==> src/logic/legacy_timer_regs.svh <==
// register offsets, field positions, reset values and timing counts
`ifndef LEGACY_TIMER_REGS_SVH
`define LEGACY_TIMER_REGS_SVH
// ==========================================================
// register offsets (8-bit address space)
`define OFS_CONTROL 8'h88
`define OFS_MODE 8'h89
`define OFS_A_LOW 8'h8a
`define OFS_B_LOW 8'h8b
`define OFS_A_HIGH 8'h8c
`define OFS_B_HIGH 8'h8d
`define OFS_CLOCK_CFG 8'h8e
`define OFS_PIN_CFG 8'h8f
// ==========================================================
// control register fields
`define CTL_B_FLAG 7
`define CTL_B_RUN 6
`define CTL_A_FLAG 5
`define CTL_A_RUN 4
`define CTL_B_IRQ_FLAG 3
`define CTL_B_IRQ_TYPE 2
`define CTL_A_IRQ_FLAG 1
`define CTL_A_IRQ_TYPE 0
// mode register fields
`define MOD_B_GATE 7
`define MOD_B_CNT 6
`define MOD_A_GATE 3
`define MOD_A_CNT 2
`define MOD_B_LSB 4
`define MOD_A_LSB 0
// clock config fields: unit clock selects and prescale
`define CKC_B_SYS 3
`define CKC_A_SYS 2
`define CKC_PRE_LSB 0
// pin config fields: gate polarities (1 = active high)
`define PIN_B_POL 1
`define PIN_A_POL 0
// ==========================================================
// reset values
`define RST_BYTE 8'h00
// prescale divisors
`define DIV_BY_4 6'd4
`define DIV_BY_48 6'd48
`define DIV_BY_8 6'd8
`define DIV_BY_12 6'd12
`endif

==> src/logic/legacy_timer_pkg.sv <==
// types shared by the dual legacy counter/timer
package legacy_timer_pkg;
  typedef enum logic [1:0] {
    mode_13bit,
    mode_16bit,
    mode_8bit_reload,
    mode_split
  } timer_mode_type;
  typedef logic [7:0] byte_type;
endpackage

==> src/logic/dual_legacy_counter_timer.sv <==
// dual legacy counter/timer with control, mode and count registers
//
// Behaviour
// - 13-bit mode: high byte, low bits 4..0
// - 13-bit rollover sets unit overflow flag
// - counter select counts falling pin edges
// - clock select picks system or prescaled clock
// - outside split mode, count only when run and gate allow
// - setting run keeps the count value
// - unit b mirrors unit a with own bits
// - mode 1 counts all sixteen bits
// - mode 2 reloads low from high byte
// - split mode low byte uses unit a bits
// - split high byte: timer, unit b run/flag
// - unit b internal only, no flag, tick out
// - unit b runs unless its mode is 3
// - overflow flags set, cleared by sw or vector
// - edge/level external interrupt flag behaviour
// - type bit selects level or edge trigger
// - mode field decode per unit
// - mode register gate/select bit positions
// - control register layout, reset zero
// - prescale 12, 4, 48, or external by 8
`timescale 1ns/100ps
`include "legacy_timer_regs.svh"

module dual_legacy_counter_timer
(
  input wire logic clk_sys_in,
  input wire logic resetn_in,
  input wire logic clk_en_in,
  input wire logic [7:0] addr_in,
  input wire legacy_timer_pkg::byte_type wdata_in,
  input wire logic wr_in,
  input wire logic rd_in,
  output legacy_timer_pkg::byte_type rdata_out,
  input wire logic count_pin_a_in,
  input wire logic count_pin_b_in,
  input wire logic gate_input_a_in,
  input wire logic gate_input_b_in,
  input wire logic ext_clk_in,
  input wire logic vector_a_in,
  input wire logic vector_b_in,
  input wire logic vector_irq_a_in,
  input wire logic vector_irq_b_in,
  output logic baud_tick_out,
  output logic unit_a_overflow_flag_out,
  output logic unit_b_overflow_flag_out,
  output logic ext_irq_a_flag_out,
  output logic ext_irq_b_flag_out
);
  import legacy_timer_pkg::*;

  // ==========================================================
  // registers
  byte_type control_q, control_d;
  byte_type mode_q;
  byte_type clock_cfg_q;
  byte_type pin_cfg_q;
  byte_type a_low_q, a_low_d, a_high_q, a_high_d;
  byte_type b_low_q, b_low_d, b_high_q, b_high_d;
  byte_type rdata_q;
  logic baud_q;
  // synchronisers: [0] first stage, [1] second, [2] previous sample
  logic [2:0] cnt_a_sync_q, cnt_b_sync_q, gate_a_sync_q, gate_b_sync_q, ext_sync_q;
  logic [5:0] div4_q, div12_q, div48_q, div8_q;

  // ==========================================================
  // register decode
  wire wr_control = wr_in && (addr_in == `OFS_CONTROL);
  wire wr_mode = wr_in && (addr_in == `OFS_MODE);
  wire wr_a_low = wr_in && (addr_in == `OFS_A_LOW);
  wire wr_b_low = wr_in && (addr_in == `OFS_B_LOW);
  wire wr_a_high = wr_in && (addr_in == `OFS_A_HIGH);
  wire wr_b_high = wr_in && (addr_in == `OFS_B_HIGH);
  wire wr_clock = wr_in && (addr_in == `OFS_CLOCK_CFG);
  wire wr_pin = wr_in && (addr_in == `OFS_PIN_CFG);

  timer_mode_type mode_a, mode_b;
  assign mode_a = timer_mode_type'(mode_q[`MOD_A_LSB +: 2]);
  assign mode_b = timer_mode_type'(mode_q[`MOD_B_LSB +: 2]);
  wire split_on = (mode_a == mode_split);

  // ==========================================================
  // pin sampling; only stages [1] and [2] feed logic
  wire cnt_a_fall = cnt_a_sync_q[2] && !cnt_a_sync_q[1];
  wire cnt_b_fall = cnt_b_sync_q[2] && !cnt_b_sync_q[1];
  wire ext_fall = ext_sync_q[2] && !ext_sync_q[1];
  // polarity from pin config, active level per unit
  wire gate_a_active = gate_a_sync_q[1] == pin_cfg_q[`PIN_A_POL];
  wire gate_b_active = gate_b_sync_q[1] == pin_cfg_q[`PIN_B_POL];
  wire gate_a_prev = gate_a_sync_q[2] == pin_cfg_q[`PIN_A_POL];
  wire gate_b_prev = gate_b_sync_q[2] == pin_cfg_q[`PIN_B_POL];

  // ==========================================================
  // prescaler taps, one system cycle each
  wire tick_div4 = div4_q == (`DIV_BY_4 - 6'd1);
  wire tick_div48 = div48_q == (`DIV_BY_48 - 6'd1);
  wire tick_div12 = div12_q == (`DIV_BY_12 - 6'd1);
  wire tick_ext8 = ext_fall && div8_q == (`DIV_BY_8 - 6'd1);
  logic pre_tick;
  always_comb
  begin
    unique case (clock_cfg_q[`CKC_PRE_LSB +: 2])
      2'b00: pre_tick = tick_div12;
      2'b01: pre_tick = tick_div4;
      2'b10: pre_tick = tick_div48;
      2'b11: pre_tick = tick_ext8;
    endcase
  end

  // ==========================================================
  // timer clock select per unit
  wire tmr_a_tick = clock_cfg_q[`CKC_A_SYS] ? 1'b1 : pre_tick;
  wire tmr_b_tick = clock_cfg_q[`CKC_B_SYS] ? 1'b1 : pre_tick;
  // counter select picks pin falling edge
  wire src_a = mode_q[`MOD_A_CNT] ? cnt_a_fall : tmr_a_tick;
  // unit b ignores its pin while split
  wire src_b = (mode_q[`MOD_B_CNT] && !split_on) ? cnt_b_fall : tmr_b_tick;
  wire en_a = control_q[`CTL_A_RUN] && (!mode_q[`MOD_A_GATE] || gate_a_active);
  // unit b uses its own run, gate and polarity
  wire en_b_norm = control_q[`CTL_B_RUN] && (!mode_q[`MOD_B_GATE] || gate_b_active);
  // in split, unit b runs on mode 0..2
  wire en_b = split_on ? (mode_b != mode_split) : en_b_norm;
  wire inc_a = en_a && src_a;
  wire inc_b = en_b && src_b && (mode_b != mode_split);
  // split high byte, system/prescaled, unit b run
  wire inc_a_high = split_on && control_q[`CTL_B_RUN] && tmr_a_tick;

  // ==========================================================
  // count unit a
  logic ovf_a, ovf_a_high;
  always_comb
  begin
    a_low_d = a_low_q;
    a_high_d = a_high_q;
    ovf_a = 1'b0;
    ovf_a_high = 1'b0;
    // counts move only on events, never on run set
    if (inc_a)
    begin
      unique case (mode_a)
        // five low bits carry into high byte
        mode_13bit:
        begin
          a_low_d = {a_low_q[7:5], a_low_q[4:0] + 5'd1};
          if (a_low_q[4:0] == 5'h1f)
          begin
            a_high_d = a_high_q + 8'h01;
            ovf_a = (a_high_q == 8'hff);
          end
        end
        mode_16bit:
        begin
          {a_high_d, a_low_d} = {a_high_q, a_low_q} + 16'h0001;
          ovf_a = ({a_high_q, a_low_q} == 16'hffff);
        end
        mode_8bit_reload:
        begin
          ovf_a = (a_low_q == 8'hff);
          a_low_d = ovf_a ? a_high_q : a_low_q + 8'h01;
        end
        // low half on unit a controls
        mode_split:
        begin
          a_low_d = a_low_q + 8'h01;
          ovf_a = (a_low_q == 8'hff);
        end
      endcase
    end
    if (inc_a_high)
    begin
      a_high_d = a_high_q + 8'h01;
      ovf_a_high = (a_high_q == 8'hff);
    end
    if (wr_a_low)
      a_low_d = wdata_in;
    if (wr_a_high)
      a_high_d = wdata_in;
  end

  // ==========================================================
  // count unit b, same modes, mode 3 holds
  logic ovf_b;
  always_comb
  begin
    b_low_d = b_low_q;
    b_high_d = b_high_q;
    ovf_b = 1'b0;
    if (inc_b)
    begin
      unique case (mode_b)
        mode_13bit:
        begin
          b_low_d = {b_low_q[7:5], b_low_q[4:0] + 5'd1};
          if (b_low_q[4:0] == 5'h1f)
          begin
            b_high_d = b_high_q + 8'h01;
            ovf_b = (b_high_q == 8'hff);
          end
        end
        mode_16bit:
        begin
          {b_high_d, b_low_d} = {b_high_q, b_low_q} + 16'h0001;
          ovf_b = ({b_high_q, b_low_q} == 16'hffff);
        end
        mode_8bit_reload:
        begin
          ovf_b = (b_low_q == 8'hff);
          b_low_d = ovf_b ? b_high_q : b_low_q + 8'h01;
        end
        mode_split:
        begin
          ovf_b = 1'b0;
        end
      endcase
    end
    if (wr_b_low)
      b_low_d = wdata_in;
    if (wr_b_high)
      b_high_d = wdata_in;
  end

  // ==========================================================
  // control register next value; set beats any clear
  // in split, unit b overflow never touches its flag
  wire set_b_flag = split_on ? ovf_a_high : ovf_b;
  // edge mode catches the move into active level
  wire edge_a = gate_a_active && !gate_a_prev;
  wire edge_b = gate_b_active && !gate_b_prev;
  logic irq_a_next, irq_b_next;
  always_comb
  begin
    control_d = control_q;
    if (wr_control)
      control_d = wdata_in;
    if (vector_a_in)
      control_d[`CTL_A_FLAG] = 1'b0;
    if (vector_b_in)
      control_d[`CTL_B_FLAG] = 1'b0;
    if (ovf_a)
      control_d[`CTL_A_FLAG] = 1'b1;
    if (set_b_flag)
      control_d[`CTL_B_FLAG] = 1'b1;
    // edge flags cleared on vector, level follows pin
    irq_a_next = control_d[`CTL_A_IRQ_FLAG] && !vector_irq_a_in;
    irq_b_next = control_d[`CTL_B_IRQ_FLAG] && !vector_irq_b_in;
    // type bit zero is level, one is edge
    control_d[`CTL_A_IRQ_FLAG] = control_q[`CTL_A_IRQ_TYPE] ?
      (irq_a_next || edge_a) : gate_a_active;
    control_d[`CTL_B_IRQ_FLAG] = control_q[`CTL_B_IRQ_TYPE] ?
      (irq_b_next || edge_b) : gate_b_active;
  end

  // read mux; unmapped addresses read zero
  byte_type rd_mux;
  always_comb
  begin
    unique case (addr_in)
      `OFS_CONTROL: rd_mux = control_q;
      `OFS_MODE: rd_mux = mode_q;
      `OFS_A_LOW: rd_mux = a_low_q;
      `OFS_B_LOW: rd_mux = b_low_q;
      `OFS_A_HIGH: rd_mux = a_high_q;
      `OFS_B_HIGH: rd_mux = b_high_q;
      `OFS_CLOCK_CFG: rd_mux = clock_cfg_q;
      `OFS_PIN_CFG: rd_mux = pin_cfg_q;
      default: rd_mux = `RST_BYTE;
    endcase
  end

  // ==========================================================
  // synchronise pins and step prescalers
  always_ff @(posedge clk_sys_in or negedge resetn_in)
  begin
    if (!resetn_in)
    begin
      cnt_a_sync_q <= 3'b111;
      cnt_b_sync_q <= 3'b111;
      gate_a_sync_q <= 3'b111; // inactive level under active-low default
      gate_b_sync_q <= 3'b111; // so no false edge or level flag after reset
      ext_sync_q <= 3'b000;
      div4_q <= 6'd0;
      div12_q <= 6'd0;
      div48_q <= 6'd0;
      div8_q <= 6'd0;
    end
    else if (clk_en_in)
    begin
      cnt_a_sync_q <= {cnt_a_sync_q[1:0], count_pin_a_in};
      cnt_b_sync_q <= {cnt_b_sync_q[1:0], count_pin_b_in};
      gate_a_sync_q <= {gate_a_sync_q[1:0], gate_input_a_in};
      gate_b_sync_q <= {gate_b_sync_q[1:0], gate_input_b_in};
      ext_sync_q <= {ext_sync_q[1:0], ext_clk_in};
      div4_q <= tick_div4 ? 6'd0 : div4_q + 6'd1;
      div12_q <= tick_div12 ? 6'd0 : div12_q + 6'd1;
      div48_q <= tick_div48 ? 6'd0 : div48_q + 6'd1;
      if (ext_fall)
        div8_q <= (div8_q == (`DIV_BY_8 - 6'd1)) ? 6'd0 : div8_q + 6'd1;
    end
  end

  always_ff @(posedge clk_sys_in or negedge resetn_in)
  begin
    if (!resetn_in)
    begin
      control_q <= `RST_BYTE;
      mode_q <= `RST_BYTE;
      clock_cfg_q <= `RST_BYTE;
      pin_cfg_q <= `RST_BYTE;
      a_low_q <= `RST_BYTE;
      a_high_q <= `RST_BYTE;
      b_low_q <= `RST_BYTE;
      b_high_q <= `RST_BYTE;
      rdata_q <= `RST_BYTE;
      baud_q <= 1'b0;
    end
    else if (clk_en_in)
    begin
      control_q <= control_d;
      if (wr_mode)
        mode_q <= wdata_in;
      if (wr_clock)
        clock_cfg_q <= wdata_in;
      if (wr_pin)
        pin_cfg_q <= wdata_in;
      a_low_q <= a_low_d;
      a_high_q <= a_high_d;
      b_low_q <= b_low_d;
      b_high_q <= b_high_d;
      rdata_q <= rd_in ? rd_mux : `RST_BYTE;
      // unit b overflow always reaches serial ports
      baud_q <= ovf_b;
    end
  end

  // ==========================================================
  // outputs straight from flops
  assign rdata_out = rdata_q;
  assign baud_tick_out = baud_q;
  assign unit_a_overflow_flag_out = control_q[`CTL_A_FLAG];
  assign unit_b_overflow_flag_out = control_q[`CTL_B_FLAG];
  assign ext_irq_a_flag_out = control_q[`CTL_A_IRQ_FLAG];
  assign ext_irq_b_flag_out = control_q[`CTL_B_IRQ_FLAG];
endmodule // dual_legacy_counter_timer

==> config.mk <==
export PLATFORM = sky130hd
export DESIGN_NAME = dual_legacy_counter_timer
export DESIGN_NICKNAME = d
export VERILOG_FILES = /design/src/logic/legacy_timer_pkg.sv /design/src/logic/dual_legacy_counter_timer.sv
export VERILOG_INCLUDE_DIRS = /design/src /design/src/logic
export SDC_FILE = /design/constraint.sdc
export NUM_CORES = 1
export LEC_CHECK = 0
export BUFFER_PORTS_ARGS = -buffer_cell sky130_fd_sc_hd__buf_2
export CELL_PAD_IN_SITES_DETAIL_PLACEMENT = 0
export CELL_PAD_IN_SITES_GLOBAL_PLACEMENT = 1
export CORE_ASPECT_RATIO = 0.7
export CORE_MARGIN = 3
export CORE_UTILIZATION = 53
export CTS_BUF_LIST = sky130_fd_sc_hd__clkbuf_4 sky130_fd_sc_hd__clkbuf_8
export CTS_CLUSTER_DIAMETER = 80
export DETAILED_ROUTE_END_ITERATION = 7
export GPL_ROUTABILITY_DRIVEN = 0
export PLACE_DENSITY_LB_ADDON = 0.2
export SYNTH_ARGS = -nofsm -noshare
export SYNTH_HDL_FRONTEND = slang
export SYNTH_SLANG_ARGS = --single-unit
==> constraint.sdc <==
create_clock -name clk_sys_in -period 8.3 [get_ports clk_sys_in]
set_input_delay 1.245 -clock clk_sys_in [delete_from_list [all_inputs] [get_ports clk_sys_in]]
set_output_delay 1.245 -clock clk_sys_in [all_outputs]
set_load 0.02 [all_outputs]
### After elaboration in Yosys (flattened, before gate mapping)

Cells that the tools add are included.

| operators by class | value |
|---|---|
| equal/unequal tests | 38 |
| mux-type cells | 44 |
| add/subtract/negate cells | 12 |
| reductions and logical operators | 65 |

Operators by type and width:

| operator | count |
|---|---|
| 2-to-1 mux 8 bit | 15 |
| == test 8 bit, second input constant | 12 |
| one-hot mux 8 bit (8 select lines) | 1 |
| adder 16 x 1 -> 16 bit, second input constant | 2 |
| adder 8 x 1 -> 8 bit, second input constant | 4 |
| == test 16 bit, second input constant | 2 |
| one-hot mux 8 bit (2 select lines) | 2 |
| one-hot mux 8 bit (4 select lines) | 1 |
| adder 6 x 1 -> 6 bit, second input constant | 4 |
| logical AND 1 bit | 24 |
| 2-to-1 mux 6 bit | 4 |
| one-hot mux 8 bit (3 select lines) | 1 |
| 2-to-1 mux 1 bit | 17 |
| AND reduction 2 bit | 8 |
| nonzero test 3 bit | 5 |
| == test 2 bit, second input constant | 6 |
| AND reduction 4 bit | 3 |
| adder 5 x 1 -> 5 bit, second input constant | 2 |
| == test 5 bit, second input constant | 2 |
| logical NOT 1 bit | 10 |
| one-hot mux 1 bit (4 select lines) | 2 |
| nonzero test 4 bit | 2 |
| == test 2 x 1 -> 1 bit, second input constant | 3 |
| == test 6 x 2 -> 1 bit, second input constant | 1 |
| other kinds (13) | 26 |

| word-level totals | value |
|---|---|
| flip-flop bits (word level) | 112 |
| output and inout port bits | 13 |
| word-level logic and storage cells | 183 |
| input bits | 30 |

### Depth between registers and ports, before layout

Gate-level depths: netlist of run 1.

| logic depth | value |
|---|---|
| word-level depth | 12 |
| mapped depth | 10 |
| mapped depth without buffers | 9 |

### Worst setup path after synthesis of run 1

Ideal clock, no wire load.

| path | value |
|---|---|
| kind | input to register |
| from | in addr_in[5] |
| to | reg control_q[0] |
| path buffers | 1 |
| data arrival time | 3.307 ns |
| cell stages on the path | 6 |
| path slack | 4.868 ns |
| data required time | 8.175 ns |
| library setup time | 0.125 ns |
| cell sequence | nor4b_1 -> nand3b_1 -> nor3_1 -> and3_1 -> clkbuf_1 -> mux2_2 |

| on the way | value |
|---|---|
| cells in the longest elaborated chain, start to end | 3 |

RTL lines:

| what | RTL line | source |
|---|---|---|
| start, declared | dual_legacy_counter_timer.sv:32 | `input wire logic [7:0] addr_in,` |
| == test 8 bit | - |  |
| logical AND 1 bit | dual_legacy_counter_timer.sv:70 | `` wire wr_control = wr_in && (addr_in == `OFS_CONTROL); `` |
| AND reduction 2 bit (no line) | - |  |
| end signal, assigned | dual_legacy_counter_timer.sv:307 | `` control_q <= `RST_BYTE; `` |
| end signal, assigned | dual_legacy_counter_timer.sv:320 | `control_q <= control_d;` |
| end, declared | dual_legacy_counter_timer.sv:56 | `byte_type control_q, control_d;` |

No other way between the ends.
A chain may end at the register's enable or synchronous reset.

### Final worst setup path of run 1

| path | value |
|---|---|
| from | in addr_in[5] |
| to | reg control_q[3] |

| on the way | value |
|---|---|
| cells in the longest elaborated chain, start to end | 6 |

RTL lines:

| what | RTL line | source |
|---|---|---|
| == test 8 bit | - |  |
| logical AND 1 bit | dual_legacy_counter_timer.sv:70 |  |
| 2-to-1 mux 8 bit | dual_legacy_counter_timer.sv:235 | `if (wr_control)` |
| logical AND 1 bit | dual_legacy_counter_timer.sv:247 | `` irq_b_next = control_d[`CTL_B_IRQ_FLAG] && !vector_irq_b_in; `` |
| logical OR 1 bit | dual_legacy_counter_timer.sv:252 | `(irq_b_next \|\| edge_b) : gate_b_active;` |
| 2-to-1 mux 1 bit | dual_legacy_counter_timer.sv:251 | `` control_d[`CTL_B_IRQ_FLAG] = control_q[`CTL_B_IRQ_TYPE] ? `` |

No other way between the ends. The select of a mux whose other input is x is not followed.

==> results_dict.tcl, run 1 <==
set metrics [dict create \
    stdcell_area_um2 7030 \
    grt_pass1_vias 5497 \
    syn_area_per_cell_um2 9.40 \
    detail-route-antenna-nets 0 \
    finalCriticalPeriod_ns 3.74 \
    drcViolationCount 0 \
    ctsRootBufferMaster "clkbuf_8" \
    ys_types 64 \
    grt_overflow 0 \
    ys_warn_count 0 \
    clockBufferDepth 2 \
    grt_pass1_wl_um 30300 \
    drv_cap 0 \
    synth_top_area_cell "dfrtp_1" \
    cts_tree "done" \
    leakage_nw 3.04 \
    fin_tns_setup_ns 0 \
    yosys-top-cells-count "dfrtp_1, nand2_1, o21ai_0" \
    synth_nets 739 \
    critPathRequiredTime_ns 8.55 \
    yosysSeqAreaShare_pct 43.2 \
    dieArea_um2 13700 \
    p_comb_share_pct 16.1 \
    drive_gt1_share_pct 17.8 \
    skew_ns 0.0179 \
    diodes 0 \
    start_kind "primary input" \
    rsz0062_at_grt "false" \
    routed_via_density 6.51 \
    clkTransAtPathRegs_ns 0.11 \
    synth-main-ff-cell "dfrtp_1" \
    grt_start_max_net_pins 82 \
    stdcell_count 881 \
    worstMarginPinSlew_ns 1.12 \
    wl_per_cell_um 21.3 \
    area_growth_pct 7.65 \
    synth_top_area_share_pct 38.3 \
    fp.dieW_um 139 \
    cts_buffers 9 \
    clk-insertion-delay-late_ns 0.40 \
    slew_headroom_pct 24.2 \
    ir_worst_vdd_mv 0.0944 \
    fp.dieH_um 98.9 \
    finalCritPeriodShare_pct 45.0 \
    core_area_um2 11900 \
    netlist_top_cells_area "dfrtp_1, mux2_2, dfstp_2, nand2_1, o21ai_0" \
    synth.cell_area_um2 6530 \
    clockPowerShare_pct 26.7 \
    min_path_type "reg -> reg" \
    fmax_ghz 0.267 \
    critical_path_class "in -> reg" \
    h-tree-depth 3 \
    power_frac_seq_pct 57.2 \
    regToRegSetupSlack_ns 5.01 \
    routed_wl_um 18700 \
    drt_iter0_drc 604 \
    start_util_pct 55.1 \
    clock_sinks 112 \
    hold_viol 0 \
    num_vias 5739 \
    dpl.cell_count 865 \
    p_switching_w 0.000393 \
    netSwitchingFraction_pct 32.4 \
    multi_input_area_um2 3480 \
    synth_edf_count 0 \
    finalSetupViolCount 0 \
    antenna_found_initial 0 \
    status "finished, final reports clean" \
    rows 33 \
    dp.final_hpwl_um 13600 \
    place_area_um2 6850 \
    seq_area_um2 2820 \
    firstDrtPassIters 7 \
    synth_most_common_cell "dfrtp_1" \
    pin_count 43 \
    port_buffers 42 \
    nets 763 \
    cts_resized 0 \
    end_kind "flip-flop" \
    drv_slew 0 \
    cp_max_fo 10 \
    power.internal_w 0.000820 \
    cp.arrival_ns 3.99 \
    grtUsageTotal_pct 27.9 \
    p_per_area_nw_per_um2 173 \
    synthArstFlopShare_pct 100 \
    cts_setup_buffers 0 \
    synth_seq_cells 112 \
    num-fill-cells 1052 \
    syn_inst 695 \
    hold_buffers 0 \
]
==> final timing paths <==
check,start,endpoint,cells after the start
worst max-delay path,addr_in[5],control_q[3],8
worst min-delay path,div4_q[5],div4_q[5],1
worst max register to register,div4_q[3],b_high_q[4],7
worst min register to register,div4_q[5],div4_q[5],1
max in group asynchronous,resetn_in,pin_cfg_q[4],2
min in group asynchronous,resetn_in,a_high_q[0],1
==> final cells by class <==
cell class	instances	area share (%)
multi-input cells	523	49.6
flip-flops and latches	112	40.1
repair buffers	46	3.49
well taps	157	2.79
clock buffers	9	1.76
inverters	27	1.44
clock inverters	7	0.854
==> cells by family after synthesis <==
| group | synth area share (%) |
|---|---|
| fa+ha+maj | 2.68 |
| mux | 8.99 |
| flops | 43.1 |
| buf+inv | 3.49 |
| simple gates | 19.6 |
| compound gates | 19.6 |
| xor+xnor | 2.55 |
==> metrics by stage <==
step                      util, %  hold WS [ns]  setup WS (ns)  total power [W]
after CTS                    59.3         0.486           4.66          0.00122
after detailed placement     57.8         0.468           4.25         0.000896
after global placement       57.8         0.453           4.34         0.000886
after global routing         59.3         0.511           4.33          0.00128
after floorplan                 -         0.434           4.87         0.000817
final                        59.3         0.479           4.56          0.00121
==> power groups by stage <==
| stage | logic, W | registers [W] | clock network, W |
|---|---|---|---|
| final | 0.000195 | 0.000694 | 0.000324 |
| after detailed placement | 0.000195 | 0.000701 | 0 |
| after floorplan | 0.000138 | 0.000678 | 0 |
| after global placement | 0.000188 | 0.000698 | 0 |
| after global routing | 0.000223 | 0.000705 | 0.000353 |
| after CTS | 0.000196 | 0.000692 | 0.000330 |
==> metal layers <==
metal / up-vias / routed length (um) / GRT usage, %
li1: 2647 / - / -
met3: 41 / 2160 / 9.31
met4: 0 / 380 / 8.50
met2: 304 / 7520 / 37.7
met1: 2747 / 8660 / 42.3
met5: - / 0 / 0
==> state kept, by name, summed over array words and instances (netlist names), 3 cells and up <==
| name | flops |
|---|---|
| cnt_a_sync_q | 3 |
| b_high_q | 8 |
| rdata_out | 8 |
| pin_cfg_q | 8 |
| gate_a_sync_q | 3 |
| ext_sync_q | 3 |
| b_low_q | 8 |
| a_high_q | 8 |
| cnt_b_sync_q | 3 |
| a_low_q | 8 |
| div48_q | 6 |
| div8_q | 6 |
| control_q | 8 |
| div12_q | 6 |
| clock_cfg_q | 8 |
| gate_b_sync_q | 3 |
| mode_q | 8 |
| div4_q | 6 |
==> cell usage in the layout (no fill, tap or decap), types with 21 or more instances in the layout <==
master and n:
a21oi_1 30, a22oi_1 24, and3_1 22, buf_2 40, dfrtp_1 100, inv_1 27
mux2_2 43, nand2_1 69, nand3_1 32, nor2_1 42, nor3_1 21, o21ai_0 45
==> critical path: stages <==
cell and delay [ns]:
buf_2 0.09, nor4b_1 0.60, nand3b_1 0.38, nor4_1 0.82
buf_4 0.27, mux2_2 0.33, a31oi_1 0.16, a21oi_1 0.08
Power figures use the tool's default switching activity.
==> run 2: changes to the inputs <==
--- a/config.mk
+++ b/config.mk
@@ -6,12 +6,13 @@
 export SDC_FILE = /design/constraint.sdc
 export NUM_CORES = 1
 export LEC_CHECK = 0
+export ABC_AREA = 1
 export BUFFER_PORTS_ARGS = -buffer_cell sky130_fd_sc_hd__buf_2
 export CELL_PAD_IN_SITES_DETAIL_PLACEMENT = 0
 export CELL_PAD_IN_SITES_GLOBAL_PLACEMENT = 1
 export CORE_ASPECT_RATIO = 0.7
 export CORE_MARGIN = 3
-export CORE_UTILIZATION = 53
+export CORE_UTILIZATION = 42
 export CTS_BUF_LIST = sky130_fd_sc_hd__clkbuf_4 sky130_fd_sc_hd__clkbuf_8
 export CTS_CLUSTER_DIAMETER = 80
 export DETAILED_ROUTE_END_ITERATION = 7
==> constraint.sdc (replaced) <==
create_clock -name clk_sys_in -period 3.1 [get_ports clk_sys_in]
set_input_delay 0.465 -clock clk_sys_in [delete_from_list [all_inputs] [get_ports clk_sys_in]]
set_output_delay 0.465 -clock clk_sys_in [all_outputs]
set_load 0.02 [all_outputs]
==> results_dict.tcl, run 2 <==
set metrics [dict create \
    ir_worst_vdd_mv 0.244 \
    cts_setup_buffers 0 \
    grt_most_used_layer "met1" \
    pin_count 43 \
    hold_viol 0 \
    reg2reg_from "div48_q[0]" \
    synth_top_area_share_pct 36.3 \
    ys_warn_count 0 \
    synthArstFlopShare_pct 100 \
    finalCritPeriodShare_pct 68.9 \
    antenna_found_initial 0 \
    core_area_um2 15800 \
    hold_buffers 0 \
    dp.final_hpwl_um 16100 \
    critPathRequiredTime_ns 3.40 \
    use_met2_pct 32.9 \
    final_cell_mix "nand2_1, inv_1, o21ai_0" \
    yosys-top-cells-count "nand2_1, inv_1, o21ai_0" \
    cp.arrival_ns 2.44 \
    skew_ns 0.00964 \
    routed_wl_um 20900 \
    dieArea_um2 18000 \
    drt_iter0_drc 655 \
    synth.cell_area_um2 6890 \
    synth_nets 997 \
    area_growth_pct 9.57 \
    syn_inst 953 \
    detail-route-antenna-nets 0 \
    place_ws_ns 0.860 \
    synth_seq_cells 112 \
    port_buffers 42 \
    final.setup.worst_slack_ns 0.964 \
    synth_most_common_cell "nand2_1" \
    status "finished, final reports clean" \
    synth-main-ff-cell "dfrtp_1" \
    post-route-util_pct 47.8 \
    min_path_type "in -> async" \
    nets 1039 \
    clk-insertion-delay-late_ns 0.41 \
    syn_area_per_cell_um2 7.23 \
    leakage_nw 3.60 \
    end_kind "flip-flop" \
    h-tree-depth 3 \
    cp_max_fo 10 \
    fp.dieW_um 159 \
    stdcell_area_um2 7550 \
    fin_tns_setup_ns 0 \
    p_switching_w 0.00117 \
    synth_xor_area_share_pct 2.80 \
    firstDrtPassIters 5 \
    ctsRootBufferMaster "clkbuf_8" \
    power_frac_seq_pct 53.8 \
    ys_types 45 \
    start_kind "flip-flop" \
    critical_path_class "reg -> reg" \
    synth_edf_count 0 \
    finalCriticalPeriod_ns 2.14 \
    synth_mux_area_share_pct 0 \
    netSwitchingFraction_pct 34.3 \
    cts_resized 0 \
    fp.dieH_um 113 \
    yosys.area_share.simple_pct 31.3 \
    r2r_end "a_low_q[4]" \
    clockPowerShare_pct 27.3 \
    worstMarginPinSlew_ns 0.737 \
    drcViolationCount 0 \
    fmax_ghz 0.468 \
    netlist_top_cells_area "dfrtp_1, nand2_1, o21ai_0, inv_1, nand3_1" \
    cts_buffers 9 \
    globalRouteMet3Util_pct 4.68 \
    power_w 0.00341 \
    clkTransAtPathRegs_ns 0.12 \
    grtUsageTotal_pct 23.8 \
    met1_usage_pct 38.5 \
    rsz0062_at_grt "false" \
    clock_sinks 112 \
    drv_slew 0 \
    start_util_pct 43.7 \
    diodes 0 \
    grt_pass1_vias 5871 \
    synth_compound_area_share_pct 14.6 \
    slew_headroom_pct 50.8 \
    r2r_cells 12 \
    mostFrequentLayoutCell "nand2_1" \
    grt_overflow 0 \
    synth_top_family_by_area "simple AND/OR/NAND/NOR gates" \
    p_per_area_nw_per_um2 452 \
    p_comb_share_pct 18.9 \
    drv_cap 0 \
    yosysSeqAreaShare_pct 40.9 \
    grt_pass1_wl_um 33700 \
    drive_gt1_share_pct 12.1 \
    num_vias 6455 \
    synth_fa_ha_area_share_pct 2.54 \
    place_area_um2 7340 \
    power.internal_w 0.00224 \
    rows 38 \
    cts_tree "done" \
    synth_top_area_cell "dfrtp_1" \
    clockBufferDepth 2 \
    routed_via_density 5.29 \
    wl_per_cell_um 17.2 \
    grt_start_max_net_pins 53 \
    regToRegSetupSlack_ns 0.96 \
    finalSetupViolCount 0 \
]
==> run 2: changes by cell type after synthesis, sizes merged, moves of 8 or more <==
cell    change
nand2     +220
inv        +89
o21ai      +81
mux2       -43
nand3      +43
nor2       +40
and3       -22
a22oi      -21
clkbuf     -19
a221oi     -10
xor2       +10
a21o        -8
mux2i       -8
==> run 2: metrics by stage <==
stage / hold slack, ns / instances
global route: 0.148 / 1220
floorplan: 0.169 / 953
finish: 0.0903 / 1220
CTS: 0.122 / 1220
detailed placement: 0.455 / 1204
global placement: 0.454 / 1204
==> run 2: final cells by class <==
class | instances | area, um2
fillers | 1698 | 8230
clock buffers | 10 | 138
inverters | 116 | 435
repair buffers | 50 | 285
well taps | 220 | 275
clock inverters | 6 | 70.1
flip-flops and latches | 112 | 2820
multi-input cells | 706 | 3530
==> run 2: logic make-up (layout without fill, tap and decap cells) <==
| logic type | after synthesis | in the layout |
|---|---|---|
| xor+xnor | 22 | 22 |
| simple gates | 489 | 489 |
| buf+inv | 135 | 182 |
| fa+ha+maj | 14 | 14 |
| flops | 112 | 112 |
| compound gates | 181 | 181 |
==> run 2: metal layers <==
layer | part of all wire (%) | up-vias
met5 | 0 | -
met1 | 53 | 3052
met3 | 6.2 | 11
met2 | 40 | 183
li1 | - | 3209
met4 | 0.68 | 0
==> run 2: how the worst max path moves through the flow <==
stage	start	end	cells past startpoint
after global routing	div48_q[0]	a_low_q[0]	12
after detailed placement	addr_in[5]	a_high_q[3]	11
after global placement	addr_in[5]	control_q[1]	11
after CTS	div48_q[0]	a_low_q[4]	12
final	div48_q[0]	a_low_q[4]	12
after floorplan	b_low_q[0]	b_high_q[4]	11
==> run 2: worst max-delay path, cell delays in order (launching register included) <==
cell	delay, ns
dfrtp_1	0.42
ha_1	0.18
inv_1	0.04
nor2_1	0.15
nand3_1	0.17
nand3_1	0.13
nand2_1	0.15
nand3_1	0.13
nand3_1	0.14
nand2_1	0.20
nand2_2	0.17
nand2_1	0.10
o21ai_1	0.06
==> run 2: power by group through the flow <==
stage	combinational, W	clock (W)	sequential, W
2_1_floorplan	0.000457	0	0.00182
3_3_place_gp	0.000637	0	0.00186
3_5_place_dp	0.000644	0	0.00186
4_1_cts	0.000647	0.000957	0.00184
5_1_grt	0.000751	0.00101	0.00186
6_report	0.000645	0.000933	0.00184
==> run 3: changes to the inputs <==
==> constraint.sdc (replaced) <==
create_clock -name clk_sys_in -period 1.9 [get_ports clk_sys_in]
set_input_delay 0.285 -clock clk_sys_in [delete_from_list [all_inputs] [get_ports clk_sys_in]]
set_output_delay 0.285 -clock clk_sys_in [all_outputs]
set_load 0.02 [all_outputs]
==> results_dict.tcl, run 3 (same netlist as run 2, synthesis figures left out) <==
set metrics [dict create \
    slew_headroom_pct 67.9 \
    clk-insertion-delay-late_ns 0.41 \
    routed_via_density 5.26 \
    cts_buffers 9 \
    diodes 0 \
    regToRegSetupSlack_ns 0.02 \
    ir_worst_vdd_mv 0.396 \
    fmax_ghz 0.533 \
    hold_end "gate_b_sync_q[0]" \
    min_path_type "in -> reg" \
    firstDrtPassIters 6 \
    skew_ns 0.0117 \
    end_kind "flip-flop" \
    reg2reg_from "div8_q[1]" \
    critPathRequiredTime_ns 2.21 \
    finalCritPeriodShare_pct 98.7 \
    pin_count 43 \
    start_kind "flip-flop" \
    start_util_pct 43.7 \
    grt_pass1_wl_um 33800 \
    fp.dieH_um 113 \
    power_w 0.00586 \
    drt_iter0_drc 651 \
    grtUsageTotal_pct 23.9 \
    final_cell_mix "nand2_1, inv_1, dfrtp_1" \
    clkTransAtPathRegs_ns 0.13 \
    r2r_cells 12 \
    leakage_nw 3.97 \
    status "finished, final reports clean" \
    finalSetupViolCount 0 \
    rows 38 \
    area_growth_pct 19.3 \
    drive_gt1_share_pct 20.5 \
    drcViolationCount 0 \
    cp_max_fo 7 \
    wl_per_cell_um 16.8 \
    dp.final_hpwl_um 16600 \
    nets 1099 \
    critical_path_class "reg -> reg" \
    h-tree-depth 3 \
    grt_pass1_vias 5946 \
    hold_viol 0 \
    routed_wl_um 21500 \
    p_per_area_nw_per_um2 713 \
    r2r_end "b_high_q[3]" \
    worstHoldStart "gate_input_b_in" \
    worstMarginPinSlew_ns 0.481 \
    rsz0062_at_grt "true" \
    ctsRootBufferMaster "clkbuf_8" \
    cp.arrival_ns 2.18 \
    grt_start_max_net_pins 35 \
    cts_tree "done" \
    post-route-util_pct 52.1 \
    clockBufferDepth 2 \
    mostFrequentLayoutCell "nand2_1" \
    port_buffers 42 \
    drv_slew 0 \
    detail-route-antenna-nets 0 \
    finalCriticalPeriod_ns 1.88 \
    grt_overflow 0 \
    holdPathStages 3 \
    dieArea_um2 18000 \
    clock_sinks 112 \
    num_vias 6736 \
    drv_cap 0 \
    fp.dieW_um 159 \
    core_area_um2 15800 \
    antenna_found_initial 0 \
]
## run 3: worst max path at each step
stage / cells past startpoint / from / end
after floorplan: 11 / b_low_q[0] / b_high_q[4]
after CTS: 10 / b_low_q[0] / b_high_q[1]
final: 12 / div8_q[1] / b_high_q[3]
after global placement: 12 / div8_q[1] / a_low_q[1]
after detailed placement: 12 / div8_q[1] / a_low_q[2]
after global routing: 12 / div8_q[1] / a_low_q[3]
## run 3: critical path, cell delays in order (launching register included)
cell	delay, ns
dfrtp_1	0.38
ha_2	0.19
nand3_2	0.09
nor2_4	0.14
nand2_2	0.09
nand3_2	0.09
nand2_4	0.08
nand2_4	0.08
nand2_4	0.07
o21ai_4	0.27
nand2_4	0.14
nand2_2	0.10
o21ai_2	0.05
## run 3: metrics by stage
step                hold WS [ns]  setup TNS [ns]  cells  cell area, um2  setup slack, ns
finish                    0.0606               0   1280            8220           0.0248
global route              0.0642           -2.27   1280            8220           -0.120
CTS                       0.0478               0   1275            8020          0.00329
detailed placement         0.280          -0.909   1258            7760          -0.0871
global placement           0.274           -1.03   1258            7760          -0.0806
floorplan                -0.0106               0    953            6890           0.0467
## run 3: where the power goes
| group | internal, W | switching, W | total, W | leakage, nW |
|---|---|---|---|---|
| Sequential | 0.00272 | 0.000233 | 0.00295 | 1.43 |
| Combinational | 0.000533 | 0.000760 | 0.00129 | 2.43 |
| Clock | 0.000652 | 0.000968 | 0.00162 | 0.111 |
## run 3: cell type report
type	count	area [um2]
Fill cell	1608	7560
Multi-Input combinational cell	707	3720
Sequential cell	112	2820
Timing Repair Buffer	109	747
Inverter	116	435
Tap cell	220	275
Clock buffer	9	124
Clock inverter	7	100
## run 3: timing repair
action                                  4_1_cts  5_1_grt
setup buffers                                 0        4
resized for setup                             8       49
hold buffers                                  1        0
endpoints found under the setup margin       25       35
pin swaps                                     0       15
cloned                                        0        1
hold endpoints to repair                     24        0
## run 3: routing by layer
layer	up-vias	global-route usage (%)	routed length (um)
li1	3334	-	-
met5	-	0	0
met3	21	4.10	2010
met4	0	4.90	241
met2	265	32.3	8590
met1	3116	39.3	10600
